File: config.mk
export PLATFORM = sky130hd
export DESIGN_NAME = vga_attribute_controller_regs
export DESIGN_NICKNAME = d
export VERILOG_FILES = /design/src/vga_attr_pkg.sv /design/src/vga_attribute_controller_regs.sv /design/src/attr_palette.sv /design/src/attr_pclk_div.sv
export VERILOG_INCLUDE_DIRS = /design/src /design/src/src
export SDC_FILE = /design/constraint.sdc
export NUM_CORES = 1
export LEC_CHECK = 0
export BUFFER_PORTS_ARGS = -buffer_cell sky130_fd_sc_hd__buf_4
export CAP_MARGIN = 20
export CORE_ASPECT_RATIO = 0.8
export CORE_UTILIZATION = 52
export CTS_CLUSTER_SIZE = 28
export DETAILED_ROUTE_END_ITERATION = 7
export PLACE_DENSITY = 0.71
export RECOVER_POWER = 50
export SYNTH_ARGS = -nofsm -noshare
export SYNTH_HDL_FRONTEND = slang
export SYNTH_HIERARCHICAL = 1
export SYNTH_SLANG_ARGS = --single-unit
File: constraint.sdc
create_clock -name clk -period 4.7 [get_ports clk]
set_clock_uncertainty 0.1 [all_clocks]
set_input_delay 0.94 -clock clk [delete_from_list [all_inputs] [get_ports clk]]
set_output_delay 0.94 -clock clk [all_outputs]
set_load 0.03 [all_outputs]
File: src/vga_attr_consts.svh
/*
  Offsets, field positions, masks and reset values of the attribute register bank.
  Assumes it is included by bare name ahead of the module that uses it.
*/
`ifndef VGA_ATTR_CONSTS_SVH
`define VGA_ATTR_CONSTS_SVH

// ----------------------------------------
// I/O port addresses
// ----------------------------------------
`define PORT_ATTR_WR 16'h03C0
`define PORT_ATTR_RD 16'h03C1
`define PORT_STAT1_MONO 16'h03BA
`define PORT_STAT1_COLOUR 16'h03DA

// ----------------------------------------
// Register indexes
// ----------------------------------------
`define IDX_MODE 5'h10
`define IDX_BORDER 5'h11
`define IDX_PLANE 5'h12
`define IDX_PAN 5'h13
`define IDX_CSEL 5'h14
`define IDX_PAL_BIT 4
`define IDX_PAS_BIT 5

// ----------------------------------------
// Field positions
// ----------------------------------------
`define MODE_GFX 0
`define MODE_MONO 1
`define MODE_LGE 2
`define MODE_BLINK 3
`define MODE_PANCOMP 5
`define MODE_PELW 6
`define MODE_V54 7
`define STAT_DE 0
`define STAT_VS 3

// ----------------------------------------
// Writable masks and reset values
// ----------------------------------------
`define MASK_INDEX 8'h3F
`define MASK_MODE 8'hEF
`define MASK_PLANE 8'h3F
`define MASK_NIBBLE 8'h0F
`define RESET_BYTE 8'h00
`define RESET_PLANE 6'h0F

`endif

File: src/vga_attr_pkg.sv
/*
  Types shared by the attribute controller files.
  Assumes nothing beyond a SystemVerilog compiler.
*/
package vga_attr_pkg;

  typedef enum logic [1:0] {
    SEL_INDEX = 2'b01,
    SEL_DATA = 2'b10
  } attr_sel_t;

  // One dot as delivered by the sequencer and text logic
  typedef struct packed {
    logic valid;
    logic border;
    logic [3:0] gfx_pix;
    logic [3:0] fg;
    logic [3:0] bg;
    logic dot;
    logic attr_msb;
    logic ninth_dot;
    logic line_gfx_code;
  } pix_src_t;

  typedef struct packed {
    attr_sel_t sel;
    logic [5:0] index;
    logic [7:0] mode;
    logic [7:0] border;
    logic [5:0] plane;
    logic [3:0] pan;
    logic [3:0] csel;
    logic [7:0] rdata;
    logic rvalid;
    logic [7:0] pixel_out;
    logic prev_dot;
    logic lc_hold;
    logic [3:0] pan_out;
  } attr_state_t;

  typedef struct packed {
    logic en;
    logic phase;
  } pclk_state_t;

endpackage

File: src/vga_attribute_controller_regs.sv
/*
  Attribute controller: indexed register bank behind the index/data toggle,
  palette translation, mode control effects and the status bit mux.
  Assumes one host access per cycle, strobes synchronous to clk, and a
  sequencer that presents one dot per pix.valid cycle.
*/
// Contract
// - Reading input status 1 returns the toggle to index selection.
// - Each attribute port write flips the toggle; reads leave it alone.
// - After an index write, the next write stores into the indexed register; palette entries take it only while index bit 5 is low.
// - Index register holds five selector bits and reads back.
// - Index bit 5 low blanks video for palette access; high translates normally.
// - Sixteen six-bit palette entries drive pixel bits 5 to 0.
// - Mode, border and plane registers sit at indexes 10h, 11h, 12h.
// - Mode bit 7 replaces pixel bits 5:4 with colour select bits 1:0.
// - Mode bit 6 halves the pixel clock for 256-colour width.
// - Mode bit 5 lets line compare stop panning until vertical sync.
// - Mode bit 3 picks background intensity or blink for attribute MSB.
// - Mode bit 2 makes the ninth dot copy the eighth dot for line graphics codes.
// - Mode bit 1 selects colour or monochrome adapter attributes.
// - Border register drives all eight pixel bits during overscan.
// - Plane register bits 5:4 route two pixel bits into status 1.
// - Cleared plane enable bits force pixel bits to zero before lookup.
// - Colour select bits 3:2 drive pixel bits 7:6 outside 256-colour mode.
`timescale 1ns/1ps
`default_nettype none

`include "vga_attr_consts.svh"

module vga_attribute_controller_regs
  import vga_attr_pkg::*;
(
  // Clock and reset
  input wire logic clk,
  input wire logic nrst,
  // Host I/O bus
  input wire logic io_wr,
  input wire logic io_rd,
  input wire logic [15:0] io_addr,
  input wire logic [7:0] io_wdata,
  output logic [7:0] io_rdata,
  output logic io_rvalid,
  // Pixel source and timing
  input wire pix_src_t pix,
  input wire logic gfx_256,
  input wire logic blink_phase,
  input wire logic display_enable,
  input wire logic vsync,
  input wire logic line_compare,
  // Pixel outputs
  output logic [7:0] pixel_out,
  output logic pclk_en,
  // Mode outputs to other units
  output logic [3:0] pan_out,
  output logic crtc08_bits_off,
  output logic graphics_mode,
  output logic mono_attributes
);

  // ----------------------------------------
  // Helpers
  // ----------------------------------------
  function automatic logic [1:0] stat_mux(input logic [1:0] sel, input logic [7:0] vd);
    case (sel)
      2'b00: stat_mux = {vd[2], vd[0]};
      2'b01: stat_mux = {vd[5], vd[4]};
      2'b10: stat_mux = {vd[3], vd[1]};
      default: stat_mux = {vd[7], vd[6]};
    endcase
  endfunction

  attr_state_t s;
  attr_state_t next_s;
  logic [5:0] pal_host;
  logic [5:0] pal_pix;
  logic [3:0] pix_index;
  logic wr_port;
  logic rd_port;
  logic stat_port;
  logic data_wr;
  logic pal_wr;
  logic dot_eff;
  logic [3:0] bg_eff;
  logic [7:0] reg_rd;

  assign wr_port = io_wr && (io_addr == `PORT_ATTR_WR);
  assign rd_port = io_rd && (io_addr == `PORT_ATTR_RD);
  assign stat_port = io_rd && ((io_addr == `PORT_STAT1_MONO) || (io_addr == `PORT_STAT1_COLOUR));
  assign data_wr = wr_port && (s.sel == SEL_DATA);
  // Palette is only writable while translation is off, so the pixel
  // lookup never sees an entry change mid-line
  assign pal_wr = data_wr && !s.index[`IDX_PAL_BIT] && !s.index[`IDX_PAS_BIT];

  // ----------------------------------------
  // Text dot formation
  // ----------------------------------------
  always_comb
  begin
    dot_eff = pix.dot;
    if (pix.ninth_dot)
    begin
      dot_eff = pix.line_gfx_code && s.mode[`MODE_LGE] && s.prev_dot;
    end
    if (s.mode[`MODE_BLINK] && pix.attr_msb && blink_phase)
    begin
      dot_eff = 1'b0;
    end
    bg_eff = s.mode[`MODE_BLINK] ? {1'b0, pix.bg[2:0]} : pix.bg;
    if (s.mode[`MODE_GFX])
    begin
      pix_index = pix.gfx_pix;
    end
    else
    begin
      pix_index = dot_eff ? pix.fg : bg_eff;
    end
    pix_index = pix_index & s.plane[3:0];
  end

  attr_palette #(
    .ENTRIES(16),
    .WIDTH(6)
  ) u_palette (
    .clk(clk),
    .nrst(nrst),
    .wr_en(pal_wr),
    .host_addr(s.index[3:0]),
    .wr_data(io_wdata[5:0]),
    .host_data(pal_host),
    .pix_addr(pix_index),
    .pix_data(pal_pix)
  );

  attr_pclk_div u_pclk (
    .clk(clk),
    .nrst(nrst),
    .dot_en(pix.valid),
    .half_rate(s.mode[`MODE_PELW]),
    .pclk_en(pclk_en)
  );

  // ----------------------------------------
  // Register read mux
  // ----------------------------------------
  always_comb
  begin
    reg_rd = 8'h00;
    if (!s.index[`IDX_PAL_BIT])
    begin
      reg_rd = {2'h0, pal_host};
    end
    else
    begin
      case (s.index[4:0])
        `IDX_MODE: reg_rd = s.mode;
        `IDX_BORDER: reg_rd = s.border;
        `IDX_PLANE: reg_rd = {2'h0, s.plane};
        `IDX_PAN: reg_rd = {4'h0, s.pan};
        `IDX_CSEL: reg_rd = {4'h0, s.csel};
        default: reg_rd = 8'h00;
      endcase
    end
  end

  // ----------------------------------------
  // Next state
  // ----------------------------------------
  always_comb
  begin
    next_s = s;
    next_s.rvalid = 1'b0;
    // Host writes
    if (wr_port)
    begin
      next_s.sel = (s.sel == SEL_INDEX) ? SEL_DATA : SEL_INDEX;
      if (s.sel == SEL_INDEX)
      begin
        next_s.index = 6'(io_wdata & `MASK_INDEX);
      end
      else
      begin
        case (s.index[4:0])
          `IDX_MODE: next_s.mode = io_wdata & `MASK_MODE;
          `IDX_BORDER: next_s.border = io_wdata;
          `IDX_PLANE: next_s.plane = 6'(io_wdata & `MASK_PLANE);
          `IDX_PAN: next_s.pan = 4'(io_wdata & `MASK_NIBBLE);
          `IDX_CSEL: next_s.csel = 4'(io_wdata & `MASK_NIBBLE);
          default: next_s.pan = s.pan;
        endcase
      end
    end
    // Host reads
    if (stat_port)
    begin
      next_s.sel = SEL_INDEX;
      next_s.rdata = 8'h00;
      next_s.rdata[5:4] = stat_mux(s.plane[5:4], s.pixel_out);
      next_s.rdata[`STAT_VS] = vsync;
      next_s.rdata[`STAT_DE] = ~display_enable;
      next_s.rvalid = 1'b1;
    end
    else if (io_rd && (io_addr == `PORT_ATTR_WR))
    begin
      next_s.rdata = {2'h0, s.index};
      next_s.rvalid = 1'b1;
    end
    else if (rd_port)
    begin
      next_s.rdata = (s.sel == SEL_INDEX) ? {2'h0, s.index} : reg_rd;
      next_s.rvalid = 1'b1;
    end
    // Line compare panning hold, set wins over the vsync clear
    if (vsync)
    begin
      next_s.lc_hold = 1'b0;
    end
    if (line_compare && s.mode[`MODE_PANCOMP])
    begin
      next_s.lc_hold = 1'b1;
    end
    next_s.pan_out = next_s.lc_hold ? 4'h0 : s.pan;
    // Pixel output
    if (pix.valid)
    begin
      next_s.prev_dot = dot_eff;
      if (!s.index[`IDX_PAS_BIT])
      begin
        next_s.pixel_out = 8'h00;
      end
      else if (pix.border)
      begin
        next_s.pixel_out = s.border;
      end
      else
      begin
        next_s.pixel_out[3:0] = pal_pix[3:0];
        next_s.pixel_out[5:4] = s.mode[`MODE_V54] ? s.csel[1:0] : pal_pix[5:4];
        next_s.pixel_out[7:6] = gfx_256 ? 2'b00 : s.csel[3:2];
      end
    end
  end

  always_ff @(posedge clk)
  begin
    if (!nrst)
    begin
      s <= '0;
      s.sel <= SEL_INDEX;
      s.plane <= `RESET_PLANE;
    end
    else
    begin
      s <= next_s;
    end
  end

  assign io_rdata = s.rdata;
  assign io_rvalid = s.rvalid;
  assign pixel_out = s.pixel_out;
  assign pan_out = s.pan_out;
  assign crtc08_bits_off = s.lc_hold;
  assign graphics_mode = s.mode[`MODE_GFX];
  assign mono_attributes = s.mode[`MODE_MONO];
endmodule

`default_nettype wire

File: src/attr_palette.sv
/*
  Sixteen six-bit palette entries with one host write port, one host read port
  and one pixel lookup port.
  Assumes the caller gates writes and registers both read results.
*/
`timescale 1ns/1ps
`default_nettype none

module attr_palette
  import vga_attr_pkg::*;
#(
  parameter int ENTRIES = 16,
  parameter int WIDTH = 6
)
(
  // Clock and reset
  input wire logic clk,
  input wire logic nrst,
  // Host side
  input wire logic wr_en,
  input wire logic [$clog2(ENTRIES)-1:0] host_addr,
  input wire logic [WIDTH-1:0] wr_data,
  output logic [WIDTH-1:0] host_data,
  // Pixel side
  input wire logic [$clog2(ENTRIES)-1:0] pix_addr,
  output logic [WIDTH-1:0] pix_data
);

  logic [WIDTH-1:0] entry [ENTRIES];

  always_ff @(posedge clk)
  begin
    if (!nrst)
    begin
      for (int i = 0; i < ENTRIES; i++)
      begin
        entry[i] <= '0;
      end
    end
    else if (wr_en)
    begin
      entry[host_addr] <= wr_data;
    end
  end

  assign host_data = entry[host_addr];
  assign pix_data = entry[pix_addr];

endmodule

`default_nettype wire

File: src/attr_pclk_div.sv
/*
  Pixel clock enable: passes every dot enable, or every second one in
  wide pixel mode.
  Assumes dot_en is a one-cycle enable in the clk domain.
*/
`timescale 1ns/1ps
`default_nettype none

module attr_pclk_div
  import vga_attr_pkg::*;
(
  // Clock and reset
  input wire logic clk,
  input wire logic nrst,
  // Control
  input wire logic dot_en,
  input wire logic half_rate,
  // Output
  output logic pclk_en
);

  pclk_state_t s;
  pclk_state_t next_s;

  always_comb
  begin
    next_s = s;
    next_s.en = 1'b0;
    if (dot_en)
    begin
      next_s.phase = half_rate ? ~s.phase : 1'b0;
      next_s.en = ~half_rate | s.phase;
    end
  end

  always_ff @(posedge clk)
  begin
    if (!nrst)
    begin
      s <= '0;
    end
    else
    begin
      s <= next_s;
    end
  end

  assign pclk_en = s.en;

endmodule

`default_nettype wire

-- Word level (Yosys, flattened, before mapping)
Memory sizes are Yosys's and may differ from the RTL's. A register that Yosys moved wholly into a read port is not among the register bits.
Index checks and enable logic that the tools add are counted.
- register bits after elaboration: 62
- memory bits (writable): 96
- latch bits: 0
- output and inout port bits: 25
- ROM bits: 0
- memories: 1
- memory list (memory ; words ; bits a word ; read ports ; clocked after Yosys merged registers in ; write ports ; line ; source):
    u_palette.entry ; 16 ; 6 ; 2 ; 1 ; 16 ; attr_palette.sv:29 ; logic [WIDTH-1:0] entry [ENTRIES];
- reduce and logical (&&, ||, !) cells: 29
- shift operators: 0
- $lt $le $gt $ge: 0
- bitwise logic cells: 7
- div/mod/pow operators: 0
- add/sub/neg operators: 0
- eq/ne operators: 13
- multiplexer cells: 29
- multipliers: 0
- operators with widths (operator ; count):
    == test 16 x 10 -> 1 bit, second input constant ; 4
    case mux 8 bit (5 select lines) ; 1
    two-way mux 8 bit ; 4
    == test 5 bit, second input constant ; 5
    two-way mux 4 bit ; 6
    two-way mux 7 bit ; 3
    AND reduction 3 bit ; 5
    logical AND 1 bit ; 12
    two-way mux 1 bit ; 10
    two-way mux 2 bit ; 3
    two-way mux 6 bit ; 1
    case mux 2 bit (3 select lines) ; 1
    OR reduction 6 bit ; 1
    inverter 1 bit ; 5
    bitwise AND 4 bit ; 1
    == test 2 x 1 -> 1 bit, second input constant ; 2
    == test 2 bit, second input constant ; 2
    AND reduction 2 bit ; 2
    OR reduction 2 bit ; 2
    nonzero test 3 bit ; 1
    OR reduction 3 bit ; 1
    logical NOT 1 bit ; 2
    logical NOT 2 bit ; 1
    nonzero test 2 bit ; 1
    2 further kinds ; 2

-- Longest topological paths before layout
Gate-level depths: netlist (run 1).
An unclocked memory read counts as a cell.
- word-level depth: 11
- depth in mapped cells: 15
- depth with buffers taken out: 13

-- Modules after synthesis
The synthesis (run 1) kept the hierarchy.
- by module, submodules not included (module ; area each (um^2) ; cells an instance ; times used):
    attr_palette ; 5217.5 ; 345 ; 1
    vga_attribute_controller_regs ; 3226.8 ; 353 ; 1
    attr_pclk_div ; 72.6 ; 8 ; 1

-- Worst setup path before layout (run 1)
Ideal clock, no wire load.
- kind: input to register
- start: input pix[3] (netlist bit)
- end: register s, in the netlist pixel_out[5]
- arrival time: 3.356 ns
- buffers on the path: 2
- setup slack: 1.130 ns
- stages on the path: 15
- setup time: 0.115 ns
- cell sequence: nor2b_1 a41oi_1 a31oi_1 mux2i_1 a21oi_1 buf_6 buf_6 mux4_1 a22oi_1 nand2_1 mux2i_1 nor2_1 a21oi_1 o22ai_1 and2_1
- word-level cells in the longest chain between the ends: 9
- RTL lines (element ; line ; source):
    start, declared ; vga_attribute_controller_regs.sv:44 ; input wire pix_src_t pix,
    two-way mux 1 bit ; vga_attribute_controller_regs.sv:100 ; if (pix.ninth_dot)
    two-way mux 1 bit ; vga_attribute_controller_regs.sv:104 ; if (s.mode[`MODE_BLINK] && pix.attr_msb && blink_phase)
    two-way mux 4 bit ; vga_attribute_controller_regs.sv:115 ; pix_index = dot_eff ? pix.fg : bg_eff;
    two-way mux 4 bit ; vga_attribute_controller_regs.sv:109 ; if (s.mode[`MODE_GFX])
    bitwise AND 4 bit ; vga_attribute_controller_regs.sv:117 ; pix_index = pix_index & s.plane[3:0];
    net pix_index[0] ; vga_attribute_controller_regs.sv:76 ; logic [3:0] pix_index;
    memory (16 x 6 bit) ; -- ;
    net pal_pix[5] ; vga_attribute_controller_regs.sv:75 ; logic [5:0] pal_pix;
    two-way mux 2 bit ; vga_attribute_controller_regs.sv:237 ; next_s.pixel_out[5:4] = s.mode[`MODE_V54] ? s.csel[1:0] : pal_pix[5:4];
    two-way mux 8 bit ; vga_attribute_controller_regs.sv:230 ; else if (pix.border)
    two-way mux 8 bit ; vga_attribute_controller_regs.sv:226 ; if (!s.index[`IDX_PAS_BIT])
    end signal, assigned ; vga_attribute_controller_regs.sv:253 ; s <= next_s;
    end, declared ; vga_attribute_controller_regs.sv:72 ; attr_state_t s;
The timed path passes the listed nets, and every way through them passes these cells.
A chain may end at the register's enable or synchronous reset.

==> results of run 1 <==
==> flip-flops by register name, indices dropped and copies added (netlist names) <==
register and cells:
u_palette/entry 96, crtc08_bits_off 1, mono_attributes 1, pixel_out 8, io_rvalid 1, pan_out 4, io_rdata 8, u_pclk/s 1
graphics_mode 1, s 36, u_pclk/pclk_en 1
==> metrics by stage <==
stage	hold WS, ns	util [%]
floorplan	0.3286	-
global placement	0.3366	58.03
detailed placement	0.3668	58.03
CTS	0.3790	61.86
global route	0.4043	60.81
finish	0.3755	60.81
==> layer usage <==
metal  wire length [um]  vias to the layer above  GRT usage (%)
met5                  0                        -              0
met4                335                        0          8.632
met3               2052                       35          7.227
met2              10340                      308          42.34
met1              10660                     3115          41.31
li1                   -                     2757              -
==> kinds of logic after synthesis <==
kind of cell           synth area share [%]
multiplexers                          20.60
buffers and inverters                 4.833
XOR/XNOR                             0.1029
flip-flops                            48.42
AND/OR/NAND/NOR                       18.75
AO/OA/AOI/OAI                         7.301
==> where the power goes <==
| part | switching, W | internal [W] | total (W) |
|---|---|---|---|
| Sequential | 0.0000283 | 0.00150 | 0.00153 |
| Combinational | 0.000129 | 0.000112 | 0.000240 |
| Clock | 0.000626 | 0.000793 | 0.00142 |
| Total | 0.000783 | 0.00241 | 0.00319 |
==> worst max path at each step <==
stage	from	to	slack, ns	cells past startpoint
2_1_floorplan	pix[3]	pixel_out[5]	1.13	15
3_3_place_gp	pix[1]	pixel_out[5]	0.59	15
3_5_place_dp	pix[1]	pixel_out[5]	0.56	15
4_1_cts	pix[1]	pixel_out[5]	1.01	15
5_1_grt	io_addr[1]	u_palette/entry[8][3]	0.40	10
6_report	io_addr[1]	u_palette/entry[8][3]	0.73	10
==> cell type report <==
class,count,area [um2]
Fill cell,1308,6232
Sequential cell,158,4124
Multi-Input combinational cell,479,3961
Timing Repair Buffer,106,676.9
Clock buffer,20,500.5
Tap cell,215,269.0
Clock inverter,12,108.9
Inverter,8,30.03
==> worst max-delay path: stages <==
cell                       delay [ns]
sky130_fd_sc_hd__clkbuf_4        0.11
sky130_fd_sc_hd__nor4_1          0.74
sky130_fd_sc_hd__and4_2          0.37
sky130_fd_sc_hd__nand3_1         0.13
sky130_fd_sc_hd__nor4_1          0.26
sky130_fd_sc_hd__clkbuf_1        0.39
sky130_fd_sc_hd__nand4b_1        0.25
sky130_fd_sc_hd__buf_4           0.28
sky130_fd_sc_hd__nor3_1          0.17
sky130_fd_sc_hd__nand2b_1        0.32
==> cells in the mapped netlist, types with 3 or more instances <==
| cell | number |
|---|---|
| sky130_fd_sc_hd__nand3_1 | 9 |
| sky130_fd_sc_hd__a21oi_1 | 21 |
| sky130_fd_sc_hd__o21ai_1 | 4 |
| sky130_fd_sc_hd__nor2b_1 | 6 |
| sky130_fd_sc_hd__a22oi_1 | 25 |
| sky130_fd_sc_hd__nor3_1 | 4 |
| sky130_fd_sc_hd__nand4b_1 | 3 |
| sky130_fd_sc_hd__nand3b_1 | 4 |
| sky130_fd_sc_hd__and2_1 | 102 |
| sky130_fd_sc_hd__dfxtp_1 | 62 |
| sky130_fd_sc_hd__mux2i_1 | 58 |
| sky130_fd_sc_hd__mux4_2 | 37 |
| sky130_fd_sc_hd__edfxtp_1 | 96 |
| sky130_fd_sc_hd__nand2b_1 | 9 |
| sky130_fd_sc_hd__inv_1 | 8 |
| sky130_fd_sc_hd__nand4_1 | 5 |
| sky130_fd_sc_hd__a31oi_1 | 4 |
| sky130_fd_sc_hd__clkbuf_1 | 15 |
| sky130_fd_sc_hd__buf_6 | 7 |
| sky130_fd_sc_hd__buf_2 | 6 |
| sky130_fd_sc_hd__buf_4 | 24 |
| sky130_fd_sc_hd__nor3b_1 | 3 |
| sky130_fd_sc_hd__o21ai_0 | 23 |
| sky130_fd_sc_hd__a211oi_1 | 3 |
| sky130_fd_sc_hd__buf_1 | 7 |
| sky130_fd_sc_hd__and3_1 | 5 |
| sky130_fd_sc_hd__nor2_1 | 69 |
| sky130_fd_sc_hd__nor4_4 | 6 |
| sky130_fd_sc_hd__nand2_1 | 33 |
| sky130_fd_sc_hd__o22ai_1 | 4 |
| sky130_fd_sc_hd__mux4_1 | 12 |
==> out/summary.txt, run 1 <==
Inserted Diodes: 0
largest cells by area after synthesis: sky130_fd_sc_hd__edfxtp_1, sky130_fd_sc_hd__dfxtp_1, sky130_fd_sc_hd__mux4_2
CTS sink count: 158
Net Count, Synth: 757
Initial DRC Count: 724
Max Root-Sink Buffers: 2
gr ovfl total: 0
pwr/cell area: 329.9 nW/um2
total of warnings raised by yosys: 6
Rows: 41
Hold Fails Final Rpt: 0
final critical delay including setup and external delays: 3.967 ns
# DRC: 0
placed wire-length estimate after detailed placement: 16,400 um
TritonCTS clock tree: yes
worst-case reg-to-reg path depth: 7
via count: 6,215
floorplan die area: 16,900 um2
end point of the worst hold path: u_pclk/pclk_en
Die X-Extent: 145.1 um
Initial Util: 53.56%
antenna violations before repair: 0
latest clock arrival within the worst-skew pair: 0.44 ns
max_cap viols: 2
Core Area: 15,900 um2
count of antenna-violating nets left after detailed routing: 0
maximum clock rate: 0.2521 GHz
critical path startpoint category: input port
post-synthesis async set-or-reset flop share: 0%
number of buffers inserted by port buffering: 75
total clock buffers created by CTS: 17
class of the worst hold path: register to register
actual slew at the worst max-slew pin: 2.011 ns
CTS H-tree lvls: 4
Cell Count, Final, Fillers Out: 998
unrepaired setup endpoints after global routing: false
post-cts hold buffer count: 0
area grow syn2layout: 13.54%
number of max-slew violations in the final report: 50
Placed Cells: 966
RePlAce Congestion: 0.9046
fraction of final layout cells sized beyond drive strength 1: 19.80%
critical register-to-register path endpoint: io_rdata[4]
synthesized cell area: 8517 um2
number of setup buffers added after CTS: 0
most frequent standard cell in the layout excluding fill and tap cells: sky130_fd_sc_hd__edfxtp_1
total power: 0.003190 W
Max FO, Critical Path: 6
data required time of the critical path: 4.70 ns
total of flip-flops plus latches after synthesis: 158
total negative slack for setup checks: 0 ns
startpoint of the worst register-to-register path: s[53]
leakage power: 3.423 nW
most used flip-flop cell after synthesis: sky130_fd_sc_hd__edfxtp_1
final setup violation count: 0
cell count after synthesis: 706
top library cells by usage in the layout, fill and taps aside: sky130_fd_sc_hd__edfxtp_1, sky130_fd_sc_hd__and2_1, sky130_fd_sc_hd__nor2_1
beginning of the worst hold path: u_pclk/s[0]
summed area of non-filler cells in the final layout: 9671 um2
Hold Path Cell Cnt: 2
number of nets in the layout: 821
violations in the final reports: max-capacitance violations, max-slew violations
via count of the first global-routing pass: 5,733
clock slew seen by the registers of the worst setup and hold paths: 0.07 ns
Slew Limit Headroom: -34.06%
largest net degree at the start of global routing: 43
WL/cell: 23.43 um
Avg Cell Area, Syn: 12.06 um2
Setup Crit Path Kind: input port to register
via count normalized by instance count: 6.227
final period utilization: 84.40%
maximum vdd ir drop: 0.2506 mV
crit path DAT: 3.97 ns
post-placement worst setup slack: 0.5574 ns
Unique masters post-synth: 57
Placed Area: 9229 um2
first-pass GRT wire length: 34,760 um
portion of synthesized cell area occupied by the leading cell type: 33.85%
count of boundary I/O pins: 76
smallest setup slack after layout: 0.7333 ns
sequential-to-total area share from yosys stat: 48.42%
y dimension of the die: 116.5 um
area leader, netlist: sky130_fd_sc_hd__edfxtp_1
Critical Path End Type: register
status: finished, violations left
Total Routed Length: 23,390 um
Clock Tree Root: sky130_fd_sc_hd__clkbuf_16
overall routing resource usage: 28.47%
post-CTS sizing: 0
setup slack on the worst flop-to-flop path: 1.06 ns
Pre-Repair DR Iteration Count: 5
number of enable flip-flop cells after synthesis: 96
No activity file was read; power rests on OpenSTA's default activity.
==> run 2, diff against run 1 <==
Settings changed: PLACE_DENSITY 0.71 to 0.74.
Clock period 4.7 ns to 3.6 ns, I/O delays scaled along.
==> out/summary.txt, run 2 (synthesized netlist as in run 1, its figures left out) <==
final period utilization: 90.61%
register with the highest flop count: u_palette/entry (unchanged)
Initial Util: 53.56% (unchanged)
overall routing resource usage: 28.12% (was 28.47%)
Setup Crit Path Kind: input port to register (unchanged)
number of nets in the layout: 821 (unchanged)
post-cts hold buffer count: 0 (unchanged)
total clock buffers created by CTS: 17 (unchanged)
count of antenna-violating nets left after detailed routing: 0 (unchanged)
CP max stage delay: 0.39 ns (was 0.74 ns)
number of max-slew violations in the final report: 40 (was 50)
fraction of final layout cells sized beyond drive strength 1: 19.28% (was 19.80%)
beginning of the worst hold path: u_pclk/s[0] (unchanged)
sequential standard cell area: 4125 um2 (was 4124 um2)
area grow syn2layout: 13.16% (was 13.54%)
CTS H-tree lvls: 4 (unchanged)
unrepaired setup endpoints after global routing: false (unchanged)
Crit. Startpoint: io_addr[1] (unchanged)
Clock Tree Root: sky130_fd_sc_hd__clkbuf_16 (unchanged)
antenna violations before repair: 0 (unchanged)
Critical Path End Type: register (unchanged)
crit path DAT: 3.27 ns (was 3.97 ns)
Hold Fails Final Rpt: 0 (unchanged)
gr ovfl total: 0 (unchanged)
# DRC: 0 (unchanged)
final critical delay including setup and external delays: 3.262 ns
setup slack on the worst flop-to-flop path: 0.43 ns (was 1.06 ns)
maximum clock rate: 0.3066 GHz
status: finished, violations left (unchanged)
Finished Core Util: 60.61% (was 60.81%)
total negative slack for setup checks: 0 ns (unchanged)
Core Area: 15,900 um2 (unchanged)
CTS sink count: 158 (unchanged)
via count of the first global-routing pass: 5,967 (was 5,733)
power share of the clock group: 43.1% (was 44.5%)
max_cap viols: 1 (was 2)
pwr/cell area: 422.4 nW/um2 (was 329.9 nW/um2)
via count normalized by instance count: 6.172 (was 6.227)
RePlAce Congestion: 0.9499 (was 0.9046)
first-pass GRT wire length: 34,440 um (was 34,760 um)
cell with the largest stage delay on the worst path: sky130_fd_sc_hd__nor4_1 (unchanged)
latest clock arrival within the worst-skew pair: 0.43 ns (was 0.44 ns)
clock slew seen by the registers of the worst setup and hold paths: 0.06 ns (was 0.07 ns)
via count: 6,160 (was 6,215)
largest net degree at the start of global routing: 43 (unchanged)
TritonCTS clock tree: yes (unchanged)
Placed Area: 9254 um2 (was 9229 um2)
number of buffers inserted by port buffering: 75 (unchanged)
Slew Limit Headroom: -19.85% (was -34.06%)
floorplan die area: 16,900 um2 (unchanged)
Total Routed Length: 22,860 um (was 23,390 um)
critical path, cell by cell: clkbuf_1 > nor4_1 > and4_2 > nand3_1 > nor4_1 > clkbuf_1 > nand4_1 > nor3_2 > nand2b_1 (was clkbuf_4 > nor4_1 > and4_2 > nand3_1 > nor4_1 > clkbuf_1 > nand4b_1 > buf_4 > nor3_1 > nand2b_1)
Initial DRC Count: 602 (was 724)
dominant delay contributor by cell family on the critical path: simple AND/OR/NAND/NOR gates (unchanged)
summed area of non-filler cells in the final layout: 9638 um2 (was 9671 um2)
maximum vdd ir drop: 0.3173 mV (was 0.2506 mV)
count of boundary I/O pins: 76 (unchanged)
number of inserted filler cells in the final layout: 1,302 (was 1,308)
Die X-Extent: 145.1 um (unchanged)
y dimension of the die: 116.5 um (unchanged)
multi-input combinational cell area: 3940 um2 (was 3961 um2)
combinational cell fraction of total power: 7.8% (was 7.5%)
leakage power: 3.373 nW (was 3.423 nW)
Inserted Diodes: 0 (unchanged)
Rows: 41 (unchanged)
critical register-to-register path endpoint: s[40] (was io_rdata[4])
switching power summed over all nets: 0.0009370 W (was 0.0007829 W)
power share of the sequential group: 49.1% (was 48.0%)
placed wire-length estimate after detailed placement: 16,250 um (was 16,400 um)
startpoint of the worst register-to-register path: s[53] (unchanged)
final setup violation count: 0 (unchanged)
flip-flop count of the largest register, all copies and words added: 96 (unchanged)
post-CTS sizing: 0 (unchanged)
buffer and inverter count on the worst path: 2 (was 3)
data required time of the critical path: 3.61 ns (was 4.70 ns)
net switching share of the total power: 23.02% (was 24.54%)
number of setup buffers added after CTS: 0 (unchanged)
Pre-Repair DR Iteration Count: 7 (was 5)
top library cells by usage in the layout, fill and taps aside: sky130_fd_sc_hd__edfxtp_1, sky130_fd_sc_hd__and2_1, sky130_fd_sc_hd__nor2_1 (unchanged)
class of the worst hold path: register to register (unchanged)
Max FO, Critical Path: 7 (was 6)
violations in the final reports: max-capacitance violations, max-slew violations (unchanged)
critical path startpoint category: input port (unchanged)
actual slew at the worst max-slew pin: 1.798 ns (was 2.011 ns)
Max Root-Sink Buffers: 2 (unchanged)
CP Capture Point: u_palette/entry[12][2] (was u_palette/entry[8][3])
WL/cell: 22.90 um (was 23.43 um)
largest registers ranked by flip-flop count: u_palette/entry: 96 flops, s: 36 flops (unchanged)
most frequent standard cell in the layout excluding fill and tap cells: sky130_fd_sc_hd__edfxtp_1 (unchanged)
design internal power: 0.003134 W (was 0.002407 W)
worst-case reg-to-reg path depth: 5 (was 7)
path length in cells of the critical path: 9 (was 10)
==> run 2: changes by cell type in the layout (fill, tap and decap cells not counted), moves of 2 or more <==
cell,before,now
sky130_fd_sc_hd__and2_0,20,31
sky130_fd_sc_hd__and2_1,82,71
sky130_fd_sc_hd__buf_12,1,3
sky130_fd_sc_hd__buf_4,68,62
sky130_fd_sc_hd__clkbuf_1,35,40
sky130_fd_sc_hd__clkbuf_8,0,3
sky130_fd_sc_hd__clkinv_4,2,4
sky130_fd_sc_hd__inv_6,6,2
sky130_fd_sc_hd__inv_8,3,0
sky130_fd_sc_hd__nor4_2,0,3
sky130_fd_sc_hd__nor4_4,4,2
==> run 2: final cells by class <==
class                           instances  area share [%]
Inverter                                8          0.3116
Clock inverter                         10          0.7659
Timing Repair Buffer                  106           7.088
Clock buffer                           22           5.362
Multi-Input combinational cell        479           40.88
Tap cell                              215           2.791
Sequential cell                       158           42.80
==> run 2: per-stage QoR <==
stage / hold WS [ns] / setup WS (ns) / cells / total power [W]
6_report: 0.3779 / 0.3379 / 998 / 0.004071
5_1_grt: 0.4094 / 0.1579 / 998 / 0.004186
4_1_cts: 0.3629 / 0.5419 / 998 / 0.004090
3_5_place_dp: 0.3542 / 0.08861 / 966 / 0.002355
3_3_place_gp: 0.3327 / 0.1008 / 966 / 0.002343
2_1_floorplan: 0.3286 / 0.2495 / 706 / 0.002199
==> run 2: worst min path at each step <==
stage | to | slack (ns) | cells past startpoint
floorplan | u_pclk/pclk_en | 0.33 | 2
global placement | u_pclk/pclk_en | 0.33 | 2
detailed placement | u_pclk/pclk_en | 0.35 | 2
CTS | u_pclk/pclk_en | 0.36 | 2
global route | u_pclk/pclk_en | 0.41 | 2
finish | u_pclk/pclk_en | 0.38 | 2
==> run 2: power by group through the flow <==
stage	clock [W]	combinational, W	sequential (W)
6_report	0.00176	0.000318	0.00200
5_1_grt	0.00185	0.000337	0.00200
4_1_cts	0.00177	0.000321	0.00200
3_5_place_dp	0	0.000320	0.00203
3_3_place_gp	0	0.000311	0.00203
2_1_floorplan	0	0.000184	0.00201
==> run 2: routing by layer <==
layer	part of all wire [%]	track usage, %
met5	0	0
met4	1.5	8.140
met1	42	38.63
met3	11	8.438
met2	46	43.59
==> run 2: worst min-delay path: cells and delay by family, from the launching register on <==
kind,cells,cell delay [ns]
AO/OA/AOI/OAI,1,0.06
flip-flops,1,0.32
buffers and inverters,1,0.06
